[src/rtl/scan_port_pkg.sv]
package scan_port_pkg;

    // ---------------------------------------------------------------
    // Controller states
    // ---------------------------------------------------------------
    typedef enum logic [3:0] {
        ST_RESET, ST_IDLE, ST_SEL_DR, ST_CAP_DR, ST_SHIFT_DR, ST_EXIT1_DR, ST_PAUSE_DR, ST_EXIT2_DR,
        ST_UPD_DR, ST_SEL_IR, ST_CAP_IR, ST_SHIFT_IR, ST_EXIT1_IR, ST_PAUSE_IR, ST_EXIT2_IR, ST_UPD_IR
    } tap_state_t;

    // ---------------------------------------------------------------
    // Instruction codes and widths
    // ---------------------------------------------------------------
    localparam int          INSTR_W       = 3;
    localparam int          ID_W          = 32;
    localparam logic [2:0]  INS_EXTEST    = 3'h0;
    localparam logic [2:0]  INS_IDCODE    = 3'h1;
    localparam logic [2:0]  INS_SAMPLE_Z  = 3'h2;
    localparam logic [2:0]  INS_SAMPLE    = 3'h4;
    localparam logic [2:0]  INS_BYPASS    = 3'h7;
    localparam logic [2:0]  INS_RESET_VAL = INS_IDCODE;
    localparam logic [1:0]  IR_CAPTURE    = 2'h1;
    localparam int          FIFO_DEPTH    = 8;
    localparam int          RESET_EDGES   = 5;

    // ---------------------------------------------------------------
    // Pin group sampled by the system clock
    // ---------------------------------------------------------------
    typedef struct packed {
        logic tck;
        logic tms;
        logic tdi;
    } scan_pins_t;

    // One captured rising-edge event: mode select and data in
    typedef struct packed {
        logic tms;
        logic tdi;
    } scan_event_t;

endpackage

[src/rtl/scan_sync.sv]
`timescale 1ns/10ps
module scan_sync
    import scan_port_pkg::*;
(
    input  wire logic       clk_sys,
    input  wire logic       reset,
    input  wire scan_pins_t pins_in,
    output scan_pins_t      pins_out
);

    // ---------------------------------------------------------------
    // Two-stage synchroniser; first stage read only by the second
    // ---------------------------------------------------------------
    scan_pins_t meta_q;
    scan_pins_t sync_q;

    // Reset level high on mode select and data in mirrors the pull-ups
    always_ff @(posedge clk_sys)
    begin
        if (reset)
        begin
            meta_q <= '{tck: 1'b0, tms: 1'b1, tdi: 1'b1};
            sync_q <= '{tck: 1'b0, tms: 1'b1, tdi: 1'b1};
        end
        else
        begin
            meta_q <= pins_in;
            sync_q <= meta_q;
        end
    end

    assign pins_out = sync_q;

endmodule // scan_sync

[src/rtl/scan_fifo.sv]
`timescale 1ns/10ps
module scan_fifo #(
    parameter int WIDTH = 2,
    parameter int DEPTH = 8
) (
    input  wire logic             clk_sys,
    input  wire logic             reset,
    input  wire logic             in_valid,
    output logic                  in_ready,
    input  wire logic [WIDTH-1:0] in_data,
    output logic                  out_valid,
    input  wire logic             out_ready,
    output logic [WIDTH-1:0]      out_data
);

    localparam int AW = $clog2(DEPTH);

    initial
    begin
        if (DEPTH < 2 || (1 << AW) != DEPTH || WIDTH < 1)
            $error("scan_fifo: DEPTH must be a power of two >= 2");
    end

    // ---------------------------------------------------------------
    // Storage and pointers
    // ---------------------------------------------------------------
    logic [WIDTH-1:0] mem_q [DEPTH];
    logic [AW:0]      wr_q;
    logic [AW:0]      rd_q;
    logic             push;
    logic             pop;

    assign in_ready  = (wr_q - rd_q) != (AW+1)'(DEPTH);
    assign out_valid = wr_q != rd_q;
    assign out_data  = mem_q[rd_q[AW-1:0]];
    assign push      = in_valid && in_ready;
    assign pop       = out_valid && out_ready;

    always_ff @(posedge clk_sys)
    begin
        if (push)
            mem_q[wr_q[AW-1:0]] <= in_data;
    end

    always_ff @(posedge clk_sys)
    begin
        if (reset)
            wr_q <= '0;
        else if (push)
            wr_q <= wr_q + (AW+1)'(1);
    end

    always_ff @(posedge clk_sys)
    begin
        if (reset)
            rd_q <= '0;
        else if (pop)
            rd_q <= rd_q + (AW+1)'(1);
    end

endmodule // scan_fifo

[src/rtl/boundary_scan_test_port.sv]
`timescale 1ns/10ps
module boundary_scan_test_port
    import scan_port_pkg::*;
#(
    parameter int          BSR_W        = 8,
    parameter bit          HAS_TEST_PORT = 1'b1,
    parameter logic [31:0] ID_CODE      = 32'h0000_0001  // Arbitrary value
) (
    input  wire logic             clk_sys,
    input  wire logic             reset,
    input  wire logic             tck,
    input  wire logic             tms,
    input  wire logic             tdi,
    input  wire logic [BSR_W-1:0] ring_in,
    output logic                  tdo_o,
    output logic                  tdo_oe,
    output logic                  outputs_hiz,
    output logic                  test_reset
);

    initial
    begin
        if (BSR_W < 2)
            $error("boundary_scan_test_port: BSR_W must be at least 2");
        if (INSTR_W != 3)
            $error("boundary_scan_test_port: instruction decode assumes three bits");
    end

    // ---------------------------------------------------------------
    // Pin sampling and test clock edge detection
    // ---------------------------------------------------------------
    scan_pins_t  pins_s;
    scan_event_t ev_data;
    scan_event_t ev;
    logic        tck_prev_q;
    logic        rise;
    logic        fall;
    logic        ev_valid;
    logic        ev_take;
    logic        fifo_ready;

    // Floating inputs arrive high through the pads, so tie-offs read 1
    scan_sync u_sync (
        .clk_sys  (clk_sys),
        .reset    (reset),
        .pins_in  ('{tck: tck, tms: tms, tdi: tdi}),
        .pins_out (pins_s)
    );

    always_ff @(posedge clk_sys)
    begin
        if (reset)
            tck_prev_q <= 1'b0;
        else
            tck_prev_q <= pins_s.tck;
    end

    assign rise    = pins_s.tck && !tck_prev_q;
    assign fall    = !pins_s.tck && tck_prev_q;
    assign ev_data = '{tms: pins_s.tms, tdi: pins_s.tdi};

    // Rising edges queue their samples; the controller drains one per
    // event, but only once the previous falling edge has updated the output.
    // A full queue drops edges, which only happens far above 20 MHz.
    scan_fifo #(
        .WIDTH (2),
        .DEPTH (FIFO_DEPTH)
    ) u_fifo (
        .clk_sys   (clk_sys),
        .reset     (reset),
        .in_valid  (rise),
        .in_ready  (fifo_ready),
        .in_data   (ev_data),
        .out_valid (ev_valid),
        .out_ready (ev_take),
        .out_data  (ev)
    );

    // ---------------------------------------------------------------
    // Controller
    // ---------------------------------------------------------------
    tap_state_t state_q;
    tap_state_t state_d;
    logic       fall_pend_q;
    logic [2:0] tms_hi_q;
    logic       port_on;

    assign port_on = HAS_TEST_PORT;
    // Each rising edge is processed, then output waits for its falling edge
    assign ev_take = ev_valid && !fall_pend_q && port_on;

    function automatic tap_state_t next_state(input tap_state_t s, input logic m);
        case (s)
            ST_RESET:    next_state = m ? ST_RESET    : ST_IDLE;
            ST_IDLE:     next_state = m ? ST_SEL_DR   : ST_IDLE;
            ST_SEL_DR:   next_state = m ? ST_SEL_IR   : ST_CAP_DR;
            ST_CAP_DR:   next_state = m ? ST_EXIT1_DR : ST_SHIFT_DR;
            ST_SHIFT_DR: next_state = m ? ST_EXIT1_DR : ST_SHIFT_DR;
            ST_EXIT1_DR: next_state = m ? ST_UPD_DR   : ST_PAUSE_DR;
            ST_PAUSE_DR: next_state = m ? ST_EXIT2_DR : ST_PAUSE_DR;
            ST_EXIT2_DR: next_state = m ? ST_UPD_DR   : ST_SHIFT_DR;
            ST_UPD_DR:   next_state = m ? ST_SEL_DR   : ST_IDLE;
            ST_SEL_IR:   next_state = m ? ST_RESET    : ST_CAP_IR;
            ST_CAP_IR:   next_state = m ? ST_EXIT1_IR : ST_SHIFT_IR;
            ST_SHIFT_IR: next_state = m ? ST_EXIT1_IR : ST_SHIFT_IR;
            ST_EXIT1_IR: next_state = m ? ST_UPD_IR   : ST_PAUSE_IR;
            ST_PAUSE_IR: next_state = m ? ST_EXIT2_IR : ST_PAUSE_IR;
            ST_EXIT2_IR: next_state = m ? ST_UPD_IR   : ST_SHIFT_IR;
            ST_UPD_IR:   next_state = m ? ST_SEL_DR   : ST_IDLE;
            default:     next_state = ST_RESET;
        endcase
    endfunction

    always_comb
    begin
        state_d = next_state(state_q, ev.tms);
        // Five highs in a row always land in reset, whatever the state
        if (ev.tms && tms_hi_q == 3'(RESET_EDGES - 1))
            state_d = ST_RESET;
    end

    always_ff @(posedge clk_sys)
    begin
        if (reset)
            state_q <= ST_RESET;
        else if (ev_take)
            state_q <= state_d;
    end

    always_ff @(posedge clk_sys)
    begin
        if (reset)
            tms_hi_q <= 3'h0;
        else if (ev_take)
            tms_hi_q <= !ev.tms ? 3'h0 : (tms_hi_q == 3'(RESET_EDGES - 1)) ? tms_hi_q : tms_hi_q + 3'h1;
    end

    always_ff @(posedge clk_sys)
    begin
        if (reset)
            fall_pend_q <= 1'b0;
        else if (ev_take)
            fall_pend_q <= 1'b1;
        else if (fall)
            fall_pend_q <= 1'b0;
    end

    // ---------------------------------------------------------------
    // Instruction, bypass, identification and boundary registers
    // ---------------------------------------------------------------
    logic [INSTR_W-1:0] ir_sh_q;
    logic [INSTR_W-1:0] ir_q;
    logic               byp_q;
    logic [ID_W-1:0]    id_q;
    logic [BSR_W-1:0]   bsr_q;
    logic               in_rst;
    logic [BSR_W-1:0]   ring_meta_q;
    logic [BSR_W-1:0]   ring_sync_q;

    assign in_rst = state_q == ST_RESET;

    // ---------------------------------------------------------------
    // Instruction decode, shared by shift, output and memory logic
    // ---------------------------------------------------------------
    // Reserved codes fall through to bypass so a stray code never breaks the chain
    function automatic logic sel_bsr(input logic [INSTR_W-1:0] code);
        sel_bsr = code == INS_EXTEST || code == INS_SAMPLE_Z || code == INS_SAMPLE;
    endfunction

    function automatic logic sel_id(input logic [INSTR_W-1:0] code);
        sel_id = code == INS_IDCODE;
    endfunction

    function automatic logic floats_outputs(input logic [INSTR_W-1:0] code);
        floats_outputs = code == INS_EXTEST || code == INS_SAMPLE_Z;
    endfunction

    // Ring pins cross in through two stages; a word moving mid-capture may mix old and new bits
    always_ff @(posedge clk_sys)
    begin
        if (reset)
        begin
            ring_meta_q <= '0;
            ring_sync_q <= '0;
        end
        else
        begin
            ring_meta_q <= ring_in;
            ring_sync_q <= ring_meta_q;
        end
    end

    // Reload on the edge that enters reset, so an old code never outlives it
    always_ff @(posedge clk_sys)
    begin
        if (reset)
            ir_q <= INS_RESET_VAL;
        else if (ev_take && state_d == ST_RESET)
            ir_q <= INS_RESET_VAL;
        else if (ev_take && state_q == ST_UPD_IR)
            ir_q <= ir_sh_q;
    end

    always_ff @(posedge clk_sys)
    begin
        if (reset)
            ir_sh_q <= INS_RESET_VAL;
        else if (ev_take && state_q == ST_CAP_IR)
            ir_sh_q <= {ir_q[2], IR_CAPTURE};
        else if (ev_take && state_q == ST_SHIFT_IR)
            ir_sh_q <= {ev.tdi, ir_sh_q[INSTR_W-1:1]};
    end

    // Data registers capture on the rise leaving Capture-DR, then shift from the top
    always_ff @(posedge clk_sys)
    begin
        if (reset)
            byp_q <= 1'b0;
        else if (ev_take && state_q == ST_CAP_DR)
            byp_q <= 1'b0;
        else if (ev_take && state_q == ST_SHIFT_DR && !sel_id(ir_q) && !sel_bsr(ir_q))
            byp_q <= ev.tdi;
    end

    always_ff @(posedge clk_sys)
    begin
        if (reset)
            id_q <= '0;
        else if (ev_take && state_q == ST_CAP_DR)
            id_q <= ID_CODE;
        else if (ev_take && state_q == ST_SHIFT_DR && sel_id(ir_q))
            id_q <= {ev.tdi, id_q[ID_W-1:1]};
    end

    always_ff @(posedge clk_sys)
    begin
        if (reset)
            bsr_q <= '0;
        else if (ev_take && state_q == ST_CAP_DR)
            bsr_q <= ring_sync_q;
        else if (ev_take && state_q == ST_SHIFT_DR && sel_bsr(ir_q))
            bsr_q <= {ev.tdi, bsr_q[BSR_W-1:1]};
    end

    // ---------------------------------------------------------------
    // Serial output on the falling edge
    // ---------------------------------------------------------------
    logic dr_bit;
    logic shifting;

    always_comb
    begin
        if (sel_id(ir_q))
            dr_bit = id_q[0];
        else if (sel_bsr(ir_q))
            dr_bit = bsr_q[0];
        else
            dr_bit = byp_q;
    end

    assign shifting = state_q == ST_SHIFT_DR || state_q == ST_SHIFT_IR;

    // Shift-IR shows the instruction shifter, every other state the selected data register
    always_ff @(posedge clk_sys)
    begin
        if (reset)
            tdo_o <= 1'b0;
        else if (fall)
            tdo_o <= state_q == ST_SHIFT_IR ? ir_sh_q[0] : dr_bit;
    end

    // Enable follows the same falling edge so data and enable never skew
    always_ff @(posedge clk_sys)
    begin
        if (reset)
            tdo_oe <= 1'b0;
        else if (fall)
            tdo_oe <= shifting && port_on;
    end

    // Memory-side effects only; memory logic never sees the test clock
    always_ff @(posedge clk_sys)
    begin
        if (reset)
            outputs_hiz <= 1'b0;
        else
            outputs_hiz <= port_on && floats_outputs(ir_q);
    end

    always_ff @(posedge clk_sys)
    begin
        if (reset)
            test_reset <= 1'b1;
        else
            test_reset <= in_rst;
    end

endmodule // boundary_scan_test_port

[config.mk]
export PLATFORM = sky130hd
export DESIGN_NAME = boundary_scan_test_port
export DESIGN_NICKNAME = d
export VERILOG_FILES = /design/src/rtl/scan_port_pkg.sv /design/src/rtl/scan_sync.sv /design/src/rtl/scan_fifo.sv /design/src/rtl/boundary_scan_test_port.sv
export SDC_FILE = /design/constraint.sdc
export NUM_CORES = 1
export LEC_CHECK = 0
export BUFFER_PORTS_ARGS = -buffer_cell sky130_fd_sc_hd__buf_2
export CAP_MARGIN = 20
export CORE_AREA = 2 2 121 100
export DETAILED_ROUTE_END_ITERATION = 8
export DIE_AREA = 0 0 123 102
export SLEW_MARGIN = 10
export SYNTH_ARGS = -nofsm -noshare
export SYNTH_HDL_FRONTEND = slang
export SYNTH_SLANG_ARGS = --single-unit
export TNS_END_PERCENT = 50
[constraint.sdc]
create_clock -name clk_sys -period 2.3 [get_ports clk_sys]
set_input_delay 0.345 -clock clk_sys [delete_from_list [all_inputs] [get_ports clk_sys]]
set_output_delay 0.345 -clock clk_sys [all_outputs]
set_load 0.01 [all_outputs]
Word-level counts from Yosys, hierarchy flattened
Memories as Yosys holds them, arrays and structs flattened. A register that Yosys moved wholly into a read port is not among the register bits.
Cells that the tools add are included.
{"block": "totals", "wordCells": 121, "output_inout_bits": 4, "regBits": 90, "ram_bits": 16, "memories": 1}
{"block": "classes", "n_addsub": 4, "n_reduce_logical": 38, "mux": 31, "n_eq_ne": 22}
{"memory": "u_fifo.mem_q", "depth": 8, "word_bits": 2, "read_ports": 1, "rd_clocked_by_memory_dff": 1, "wr": 1, "line_no": "scan_fifo.sv:27", "source": "logic [WIDTH-1:0] mem_q [DEPTH];"}
{"op": "case mux 4 bit (12 select lines)", "count": 1}
{"op": "equality test 4 bit, second input constant", "count": 8}
{"op": "two-way mux 3 bit", "count": 8}
{"op": "two-way mux 4 bit", "count": 5}
{"op": "equality test 4 x 3 -> 1 bit, second input constant", "count": 4}
{"op": "logical AND 1 bit", "count": 16}
{"op": "two-way mux 8 bit", "count": 2}
{"op": "two-way mux 1 bit", "count": 12}
{"op": "OR reduction 2 bit", "count": 5}
{"op": "adder 4 x 1 -> 4 bit, second input constant", "count": 2}
{"op": "equality test 4 x 2 -> 1 bit, second input constant", "count": 2}
{"op": "logical NOT 4 bit", "count": 2}
{"op": "nonzero test 2 bit", "count": 4}
{"op": "equality test 3 bit, second input constant", "count": 2}
{"op": "two-way mux 2 bit", "count": 3}
{"op": "logical NOT 1 bit", "count": 5}
{"op": "equality test 4 x 1 -> 1 bit, second input constant", "count": 1}
{"op": "!= test 4 bit", "count": 1}
{"op": "!= test 4 bit, second input constant", "count": 1}
{"op": "subtractor 4 bit", "count": 1}
{"op": "adder 3 x 1 -> 3 bit, second input constant", "count": 1}
{"op": "equality test 3 x 1 -> 1 bit, second input constant", "count": 1}
{"op": "equality test 3 x 2 -> 1 bit, second input constant", "count": 1}
{"op": "logical NOT 3 bit", "count": 1}
{"op": "4 further kinds", "count": 6}

Longest topological paths before layout
Gate-level depths: netlist (run 1).
{"block": "logic_depth", "depth_word": 7, "ltp_mapped": 9}

By module
From an unflattened synthesis (run 1), not the netlist that was laid out.
{"block": "unflattened", "hier_cells": 466, "hier_area_um2": 4595.7}
{"mod": "boundary_scan_test_port", "cells_per_inst": 355, "instances": 1, "area_per_inst_um2": 3154.3}
{"mod": "scan_fifo", "cells_per_inst": 99, "instances": 1, "area_per_inst_um2": 1283.7}
{"mod": "scan_sync", "cells_per_inst": 12, "instances": 1, "area_per_inst_um2": 157.7}

Worst setup path before layout (run 1)
No wires, ideal clock.
{"block": "synth_path", "path_kind": "reg2reg", "start": "reg u_fifo.rd_q[1]", "end": "mem u_fifo.mem_q[3][0] (enable)", "arrival_ns": 1.947, "setup_slack_ns": 0.068, "setup_ns": 0.285, "synth_period_minus_slack_ns": 2.232, "t_required_ns": 2.015, "stages_incl_launch_ff": 8, "cell_sequence": "dfxtp_1 -> inv_1 -> ha_1 -> nor2b_1 -> o21ai_0 -> a21boi_0 -> o311ai_0 -> nor2_1"}
{"block": "synth_via", "elab_chain_len": 5}
{"element": "start: declaration", "line_no": "scan_fifo.sv:29", "source": "logic [AW:0] rd_q;"}
{"element": "start signal: assignment", "line_no": "scan_fifo.sv:58", "source": "rd_q <= rd_q + (AW+1)'(1);"}
{"element": "subtractor 4 bit", "line_no": "scan_fifo.sv:33", "source": "assign in_ready = (wr_q - rd_q) != (AW+1)'(DEPTH);"}
{"element": "!= test 4 bit", "line_no": "scan_fifo.sv:33"}
{"element": "logical AND 1 bit", "line_no": "scan_fifo.sv:36", "source": "assign push = in_valid && in_ready;"}
{"element": "two-way mux 1 bit", "line_no": "scan_fifo.sv:41", "source": "if (push)"}
{"element": "two-way mux 1 bit (implied by the code)", "line_no": "scan_fifo.sv:42", "source": "mem_q[wr_q[AW-1:0]] <= in_data;"}
{"element": "end: declaration", "line_no": "scan_fifo.sv:27"}
Every way passes these cells.

Final worst setup path (run 1)
{"block": "layout_path", "start": "reg u_fifo.wr_q[0]", "end": "reg bsr_q[5]"}
{"block": "layout_via", "elab_chain_len": 5, "word_cells_on_any_way": 7, "cone_classes": "1 x eq/ne; 1 x mux; 5 x reduce/logical"}
{"element": "start: declaration", "line_no": "scan_fifo.sv:28", "source": "logic [AW:0] wr_q;"}
{"element": "start signal: assignment", "line_no": "scan_fifo.sv:50", "source": "wr_q <= wr_q + (AW+1)'(1);"}
{"element": "!= test 4 bit (*)", "line_no": "scan_fifo.sv:34", "source": "assign out_valid = wr_q != rd_q;"}
{"element": "logical AND 1 bit (*)", "line_no": "boundary_scan_test_port.sv:90", "source": "assign ev_take = ev_valid && !fall_pend_q && port_on;"}
{"element": "logical AND 1 bit (2 in a row)", "line_no": "boundary_scan_test_port.sv:241", "source": "else if (ev_take && state_q == ST_SHIFT_DR && sel_bsr(ir_q))"}
{"element": "nonzero test 2 bit (no line)"}
{"element": "end signal: assignment", "line_no": "boundary_scan_test_port.sv:240", "source": "bsr_q <= ring_sync_q;"}
{"element": "end signal: assignment", "line_no": "boundary_scan_test_port.sv:242", "source": "bsr_q <= {ev.tdi, bsr_q[BSR_W-1:1]};"}
{"element": "end: declaration", "line_no": "boundary_scan_test_port.sv:155", "source": "logic [BSR_W-1:0] bsr_q;"}
Mark *: on every way between the ends. The rest lies on a longest branch, timed or not.
A chain may end at the register's enable or synchronous reset.

==> impl_metrics.yaml, run 1 <==
route:
  drc_errors: 0
  viasPerCell: 5.11
  post_drt_wl_per_cell_um: 12.8
  via_count: 3351
  firstDrtPassIters: 4
  routed_wl_um: 8400
  drt_iter0_drc: 209
  ant_nets: 0
clock_tree:
  clkTransAtPathRegs_ns: 0.08
  root_buffer: "clkbuf_16"
  htree_levels: 3
  cts_tree: "built"
  clk_path_buf_depth: 2
  clkSinkCount: 109
  clkLatencyLatePin_ns: 0.34
  ctsHoldBuffers: 0
  cts_made_buffers: 9
yosys:
  synthArstFlopShare_pct: 0
  syn_inst: 477
  synth.most_common_cell: "dfxtp_1"
  synth_edf_count: 16
  yosys_warnings: 0
  yosysUniqueCellTypes: 55
  synth.top_cell.area_share_pct: 42.1
  seq_area_frac_synth_pct: 52.9
  yosys-top-cells-count: "dfxtp_1, nand2_1, a21oi_1"
  syn_area_um2: 4420
  ys.flop_type: "dfxtp_1"
  syn_avg_cell_area_um2: 9.28
  synthTopCellsByArea: "dfxtp_1, edfxtp_1, nand2_1, a21oi_1, nor2b_1"
  synth_seq_cells: 109
  synth_nets: 497
  yosysTopAreaCell: "dfxtp_1"
worst_setup_path:
  crit_path_end_kind: "flip-flop"
  criticalPathCategory: "flip-flop to flip-flop"
  critPathLaunchType: "flip-flop"
  crit_required_ns: 2.52
  worstPathMaxFanout: 9
  r2r-start: "u_fifo.wr_q[0]"
  r2r_end: "bsr_q[5]"
  reg2reg_depth: 7
  r2r_slack_ns: 0.18
  arrival_ns: 2.35
placed_design:
  dp_hpwl_um: 5650
  place_congestion: 0.847
  port_buffers: 16
hold_path:
  whs_endpoint: "u_sync.meta_q[1]"
  min_path_type: "input port to flip-flop"
  min-delay-start: "tms"
  whs_path_depth: 2
sta:
  fin_crit_sh_pct: 92.4
  max_freq_mhz: 471
  max_slew_margin_pct: 57.7
  maxSlewViolCount: 0
  fin_crit_ns: 2.12
  worst_slew_pin_slew_ns: 0.635
  finalHoldViolCount: 0
  clock_skew_ns: 0.0175
  rsz0062_at_grt: "no"
  tns_ns: 0
  finalSetupViolCount: 0
job:
  cap_violations: 0
status:
  status: "complete, no violations"
power:
  p_clk_share_pct: 34.9
  p_leak_nw: 1.77
  irDropWorstVdd_uv: 459
  p_comb_share_pct: 18.0
  p_int_mw: 3.13
  finalPower_mw: 4.38
  power.density_nw_per_um2: 841
  netSwitchingFraction_pct: 28.6
  p_seq_share_pct: 47.1
  p_switching_mw: 1.25
finish:
  diodes: 0
  drive_gt1_share_pct: 16.3
  fillers: 1082
  syn_to_final_growth_pct: 17.7
  nets: 523
grt:
  grt_overflow: 0
  grt_max_degree: 36
  antenna_found_initial: 0
  grt_pass1_wl_um: 14100
  grt_pass1_vias: 3044
  grt.total_usage_pct: 13.9
die:
  core_um2: 11300
  rows: 35
  dieArea_um2: 12500
  io_pins: 17
  start_util_pct: 39.2
  fp.dieW_um: 123
  die_h_um: 102
per-stage QoR:
stage,area (um^2),cells,hold slack [ns],setup WS (ns),util (%)
2_1_floorplan,4420,477,0.389,0.0681,-
4_1_cts,5120,654,0.179,-0.0177,45.3
6_report,5210,656,0.185,0.175,46.1
3_3_place_gp,4810,638,0.394,-0.226,42.6
3_5_place_dp,4810,638,0.394,-0.316,42.6
5_1_grt,5210,656,0.181,0.0112,46.1
cell type report:
| type | count | area (um^2) | area share (%) |
|---|---|---|---|
| sequential | 109 | 2340 | 45.0 |
| multi-input combinational | 331 | 2020 | 38.8 |
| timing repair buffer | 44 | 332 | 6.37 |
| clock buffer | 9 | 225 | 4.32 |
| tap | 148 | 185 | 3.56 |
| clock inverter | 7 | 72.6 | 1.39 |
| inverter | 8 | 30.0 | 0.577 |
power groups by stage:
stage | registers (mW) | logic (mW) | clock network [mW]
final | 2.06 | 0.790 | 1.53
after global routing | 2.07 | 0.869 | 1.62
after CTS | 2.06 | 0.746 | 1.55
after detailed placement | 2.10 | 0.732 | 0
after global placement | 2.10 | 0.721 | 0
after floorplan | 2.09 | 0.482 | 0
layout by cell type (no fill, tap or decap), drive strengths merged, types with 5 or more instances in the layout:
| master | Yosys | routed |
|---|---|---|
| a211oi | 7 | 7 |
| clkbuf | 24 | 9 |
| o21ai | 10 | 10 |
| buf | 5 | 44 |
| nand2 | 82 | 82 |
| dfxtp | 93 | 93 |
| a22oi | 5 | 5 |
| nand2b | 8 | 8 |
| ha | 7 | 7 |
| or3 | 5 | 5 |
| edfxtp | 16 | 16 |
| a21oi | 47 | 47 |
| inv | 8 | 14 |
| mux2i | 13 | 13 |
| nor3 | 15 | 15 |
| nor2 | 39 | 39 |
| nor2b | 27 | 27 |
critical path: stages, from the launching register on:
cell	delay (ns)
dfxtp_2	0.37
inv_1	0.07
ha_1	0.33
a41o_4	0.32
a2111oi_4	0.34
buf_6	0.18
nor3_1	0.05
a2111oi_1	0.36
sequential cells by signal (all words and copies together) (netlist names), 3 cells and up, named ones only:
name / flops
u_sync.pins_out: 3
bsr_q: 8
state_q: 4
id_q: 32
ring_sync_q: 8
tms_hi_q: 3
u_fifo.rd_q: 4
u_fifo.mem_q: 16
u_fifo.wr_q: 4
u_sync.meta_q: 3
ring_meta_q: 8
ir_q: 3
ir_sh_q: 3
timing repair:
action | CTS | global route
setup endpoints to repair | 13 | 47
pin swaps | 0 | 2
buffers inserted | 0 | 2
resized for setup | 5 | 18
gates cloned | 0 | 0
how the worst max path moves through the flow:
stage | to | startpoint | slack, ns | depth (start not counted)
finish | bsr_q[5] | u_fifo.wr_q[0] | 0.18 | 7
global route | u_fifo.mem_q[6][1] | u_fifo.rd_q[1] | 0.01 | 8
CTS | bsr_q[5] | u_fifo.rd_q[2] | -0.02 | 7
detailed placement | u_fifo.mem_q[3][0] | u_fifo.rd_q[1] | -0.32 | 7
global placement | u_fifo.mem_q[5][0] | u_fifo.rd_q[1] | -0.23 | 7
floorplan | u_fifo.mem_q[3][0] | u_fifo.rd_q[1] | 0.07 | 7
routing by layer:
layer	vias up	global-route usage (%)	share of wire, %
met5	-	0	0
met4	0	5.16	1.3
met3	8	2.40	2.6
met2	50	21.5	44
met1	1574	19.6	52
li1	1719	-	-
cells by family (layout without fill, tap and decap cells):
group | Yosys count | after routing | synth area share (%)
buf+inv | 37 | 68 | 3.34
compound gates | 106 | 106 | 15.8
simple gates | 195 | 195 | 20.3
mux | 17 | 17 | 4.47
xor+xnor | 6 | 6 | 1.19
flops | 109 | 109 | 52.9
fa+ha+maj | 7 | 7 | 1.98
Note: power is estimated with default switching activity, not from simulation.
==> run 2, diff against run 1 <==
--- a/config.mk
+++ b/config.mk
@@ -7,11 +7,13 @@
 export LEC_CHECK = 0
 export BUFFER_PORTS_ARGS = -buffer_cell sky130_fd_sc_hd__buf_2
 export CAP_MARGIN = 20
-export CORE_AREA = 2 2 121 100
+export CORE_AREA = 2 2 132 108
 export DETAILED_ROUTE_END_ITERATION = 8
-export DIE_AREA = 0 0 123 102
+export DIE_AREA = 0 0 134 110
+export REMOVE_ABC_BUFFERS = 1
 export SLEW_MARGIN = 10
 export SYNTH_ARGS = -nofsm -noshare
 export SYNTH_HDL_FRONTEND = slang
+export SYNTH_HIERARCHICAL = 1
 export SYNTH_SLANG_ARGS = --single-unit
 export TNS_END_PERCENT = 50
==> run 2 against run 1 <==
Net effect: combinational power down 78%; via count down 2.1%; first-iteration DRC count down 7.2%; global-route usage down 1.6 points; largest cell class unchanged; clock power up 3%; critical path type unchanged; register-to-register slack worse by 0.07 ns; utilization down 5.7 points.
==> impl_metrics.yaml, run 2 <==
status:
  status: "complete, no violations"
power:
  irDropWorstVdd_uv: 404
  p_leak_nw: 2.00
  finalPower_mw: 3.73
  power.density_nw_per_um2: 691
worst_setup_path:
  worstPathMaxFanout: 5
  critPathLaunchType: "flip-flop"
  crit_path_end_kind: "flip-flop"
  criticalPathCategory: "flip-flop to flip-flop"
  reg2reg_depth: 6
  arrival_ns: 2.43
  crit_required_ns: 2.53
grt:
  grt_pass1_wl_um: 14500
  grt.total_usage_pct: 12.3
  grt_max_degree: 33
  antenna_found_initial: 0
  grt_pass1_vias: 3022
  grt_overflow: 0
finish:
  diodes: 0
  drive_gt1_share_pct: 18.7
  largest_reg_flops: 32
  final_common_cell: "dfxtp_1"
  top_register: "id_q"
  most-common-layout-cells: "dfxtp_1, nand2_1, a21oi_1, nor2b_1, buf_4"
  syn_to_final_growth_pct: 18.0
  final_area_um2: 5400
  fillers: 1266
  nets: 513
clock_tree:
  cts_made_buffers: 9
  clkSinkCount: 109
  clk_path_buf_depth: 2
  clkTransAtPathRegs_ns: 0.07
  root_buffer: "clkbuf_16"
  ctsHoldBuffers: 0
  htree_levels: 3
  clkLatencyLatePin_ns: 0.35
  cts_tree: "built"
job:
  cap_violations: 0
route:
  viasPerCell: 4.84
  via_count: 3279
  ant_nets: 0
  drc_errors: 0
  post_drt_wl_per_cell_um: 12.9
  drt_iter0_drc: 194
  routed_wl_um: 8770
  firstDrtPassIters: 4
sta:
  maxSlewViolCount: 0
  fin_crit_sh_pct: 95.6
  max_slew_margin_pct: 49.0
  fin_crit_ns: 2.20
  finalSetupViolCount: 0
  clock_skew_ns: 0.00596
  max_freq_mhz: 455
  finalHoldViolCount: 0
  worst_slew_pin_slew_ns: 0.764
  hold-worst-slack_ns: 0.169
placed_design:
  postPlaceCellArea_um2: 4940
  place_congestion: 0.774
  dp_hpwl_um: 5720
  port_buffers: 16
die:
  fp.dieW_um: 134
  die_h_um: 110
  rows: 38
  io_pins: 17
  start_util_pct: 34.2
  dieArea_um2: 14700
  core_um2: 13400
hold_path:
  min-delay-start: "tms"
  min_path_type: "input port to flip-flop"
  whs_path_depth: 2
yosys:
  syn_avg_cell_area_um2: 9.90
  syn_inst: 462
  yosys_warnings: 6
  syn_area_um2: 4570
-- run 2: metrics by stage --
stage	setup TNS, ns	util, %	worst slack, ns	std cells
after floorplan	-14.34	-	-0.448	433
after global placement	-0.0254	37.0	-0.0247	658
after detailed placement	-0.202	37.0	-0.0844	658
after CTS	0	39.3	0.000278	674
after global routing	-0.0108	40.4	-0.0108	678
final	0	40.4	0.101	678
-- run 2: critical path, cell delays in order, from the launching register on --
cell and delay, ns:
dfxtp_4 0.37, mux4_2 0.52, mux2_4 0.32, nor3b_1 0.15, a22oi_1 0.24, a221oi_2 0.13
or3_1 0.34
-- run 2: power by group --
| group | leakage (nW) | switching (mW) | internal, mW |
|---|---|---|---|
| Clock | 0.150 | 0.713 | 0.866 |
| Sequential | 0.895 | 0.0231 | 1.96 |
| Combinational | 0.951 | 0.0922 | 0.0781 |
| Total | 2.00 | 0.828 | 2.90 |
-- run 2: repair_timing --
| action | CTS | global route |
|---|---|---|
| cloned | 0 | 1 |
| endpoints found under the setup margin | 3 | 43 |
| pin swaps | 0 | 5 |
| resized for setup | 3 | 17 |
| setup buffers | 0 | 4 |
-- run 2: metal layers --
layer / GRT usage [%] / part of all wire, % / vias up
met5: 0 / 0 / -
met4: 4.94 / 1.7 / 0
met3: 3.34 / 3.3 / 10
met2: 18.4 / 43 / 41
met1: 16.9 / 52 / 1540
li1: - / - / 1688
-- run 2: area by class of cell --
cell class | count | area (um^2) | area share [%]
inverters | 14 | 56.3 | 1.04
flip-flops and latches | 109 | 2350 | 43.5
well taps | 180 | 225 | 4.17
clock inverters | 6 | 81.3 | 1.51
repair buffers | 48 | 369 | 6.84
multi-input cells | 311 | 2090 | 38.7
clock buffers | 10 | 229 | 4.24
-- run 2: path summary, 6_finish.rpt --
check,endpoint,slack (ns)
setup / recovery,ir_q[0],0.10
hold reg to reg,u_sync/pins_out[0],0.42
setup reg to reg,ir_q[0],0.10
hold / removal,u_sync/meta_q[1],0.17
==> run 3, diff against run 2 <==
--- a/config.mk
+++ b/config.mk
@@ -10,6 +10,7 @@
 export CORE_AREA = 2 2 132 108
 export DETAILED_ROUTE_END_ITERATION = 8
 export DIE_AREA = 0 0 134 110
+export RECOVER_POWER = 25
 export REMOVE_ABC_BUFFERS = 1
 export SLEW_MARGIN = 10
 export SYNTH_ARGS = -nofsm -noshare
==> constraint.sdc (replaced) <==
create_clock -name clk_sys -period 2.3 [get_ports clk_sys]
set_input_delay 0.115 -clock clk_sys [delete_from_list [all_inputs] [get_ports clk_sys]]
set_output_delay 0.115 -clock clk_sys [all_outputs]
set_load 0.01 [all_outputs]
==> run 3 against run 2 <==
Net effect: first-iteration DRC count rose by 20%; critical path depth rose by 2; global-route usage is 0.080 points lower; final cell count increased by 1.6%; wire length down 1.6%; final area increased by 0.58%; clock skew grew 0.0016 ns; highest routed layer unchanged.
==> impl_metrics.yaml, run 3 (same netlist as run 2, synthesis figures left out) <==
finish:
  diodes: 0
  fin_cells: 689
  drive_gt1_share_pct: 17.5
  finish.utilization_pct: 40.6
  final_common_cell: "dfxtp_1"
  syn_to_final_growth_pct: 18.7
  nets: 524
  top_register: "id_q"
  most-common-layout-cells: "dfxtp_1, nand2_1, a21oi_1, buf_4, nor2b_1"
  largest_reg_flops: 32
placed_design:
  dp_hpwl_um: 5630
  post-place-cells: 659
  place_congestion: 0.776
  port_buffers: 16
hold_path:
  whs_path_depth: 2
  min_path_type: "input port to flip-flop"
grt:
  grtUsageMet2_pct: 19.3
  grt_pass1_wl_um: 14400
  met1_usage_pct: 16.1
  grt_max_degree: 35
  top_usage_layer: "met2"
  grt.total_usage_pct: 12.2
  grt_pass1_vias: 3065
  grt_overflow: 0
  antenna_found_initial: 0
  grtUsageMet3_pct: 3.38
die:
  dieArea_um2: 14700
  fp.dieW_um: 134
  io_pins: 17
  rows: 38
  start_util_pct: 34.2
  die_h_um: 110
  core_um2: 13400
worst_setup_path:
  crit_path_end_kind: "flip-flop"
  r2r_slack_ns: 0.02
  reg2reg_depth: 8
  criticalPathCategory: "flip-flop to flip-flop"
  arrival_ns: 2.52
  crit_required_ns: 2.53
  worstPathMaxFanout: 7
  critPathLaunchType: "flip-flop"
sta:
  finalSetupViolCount: 0
  fin_crit_sh_pct: 99.2
  max_freq_mhz: 438
  rsz0062_at_grt: "yes"
  hold-worst-slack_ns: 0.144
  max_slew_margin_pct: 52.2
  finalHoldViolCount: 0
  fin_crit_ns: 2.28
  worst_slew_pin_slew_ns: 0.716
  clock_skew_ns: 0.00752
  maxSlewViolCount: 0
power:
  irDropWorstVdd_uv: 436
  power.density_nw_per_um2: 666
  p_leak_nw: 2.02
route:
  firstDrtPassIters: 4
  drt_iter0_drc: 233
  drc_errors: 0
  routed_wl_um: 8630
  post_drt_wl_per_cell_um: 12.5
  via_count: 3323
  ant_nets: 0
  viasPerCell: 4.82
clock_tree:
  cts_made_buffers: 9
  htree_levels: 3
  clkSinkCount: 109
  clkLatencyLatePin_ns: 0.35
  root_buffer: "clkbuf_16"
  clk_path_buf_depth: 2
  cts_tree: "built"
  clkTransAtPathRegs_ns: 0.07
job:
  cap_violations: 0
status:
  status: "complete, no violations"
==> run 3: report_power, final <==
part,switching (mW),internal [mW]
logic,0.0932,0.0816
registers,0.0216,1.96
clock network,0.714,0.749
total,0.829,2.79
==> run 3: layer usage <==
metal	wire length [um]	vias to the layer above
li1	-	1709
met1	4270	1552
met2	3950	55
met3	306	7
met4	97	0
met5	0	-
==> run 3: final cells by class <==
type | count | area (um^2)
clock buffer | 9 | 225
clock inverter | 7 | 61.3
fill | 1281 | 7930
inverter | 14 | 56.3
multi-input combinational | 310 | 2050
sequential | 109 | 2350
tap | 180 | 225
timing repair buffer | 60 | 467
==> run 3: worst max-delay path, cell delays in order (launching register included) <==
cell	delay (ns)
dfxtp_4	0.37
mux4_2	0.48
mux2_4	0.32
buf_4	0.16
nand3_1	0.08
a32o_2	0.21
a221oi_2	0.06
buf_4	0.15
or3_1	0.33
==> run 3: what timing repair did <==
action                                  4_1_cts  5_1_grt
hold endpoints to repair                     11        0
hold buffers                                 11        0
gates resized for setup                       4       11
pin swaps                                     0        2
buffers inserted                              1        2
endpoints found under the setup margin        3       59
==> run 3: final timing paths <==
check	end	startpoint
max	ir_q[0]	flip-flop
min	ring_sync_q[5]	reset
max reg2reg	ir_q[0]	flip-flop
min reg2reg	u_sync/pins_out[1]	u_sync/meta_q[1]
==> run 3: through the flow <==
step | setup WS [ns] | setup TNS [ns] | total power [mW] | area (um^2)
final | 0.0175 | 0 | 3.62 | 5430
after CTS | 0.0123 | 0 | 3.65 | 5360
after floorplan | -0.448 | -14.34 | 2.09 | 4390
after global routing | -0.0716 | -0.231 | 3.77 | 5430
after detailed placement | -0.0808 | -0.210 | 2.17 | 4940
after global placement | -0.0390 | -0.0960 | 2.17 | 4940
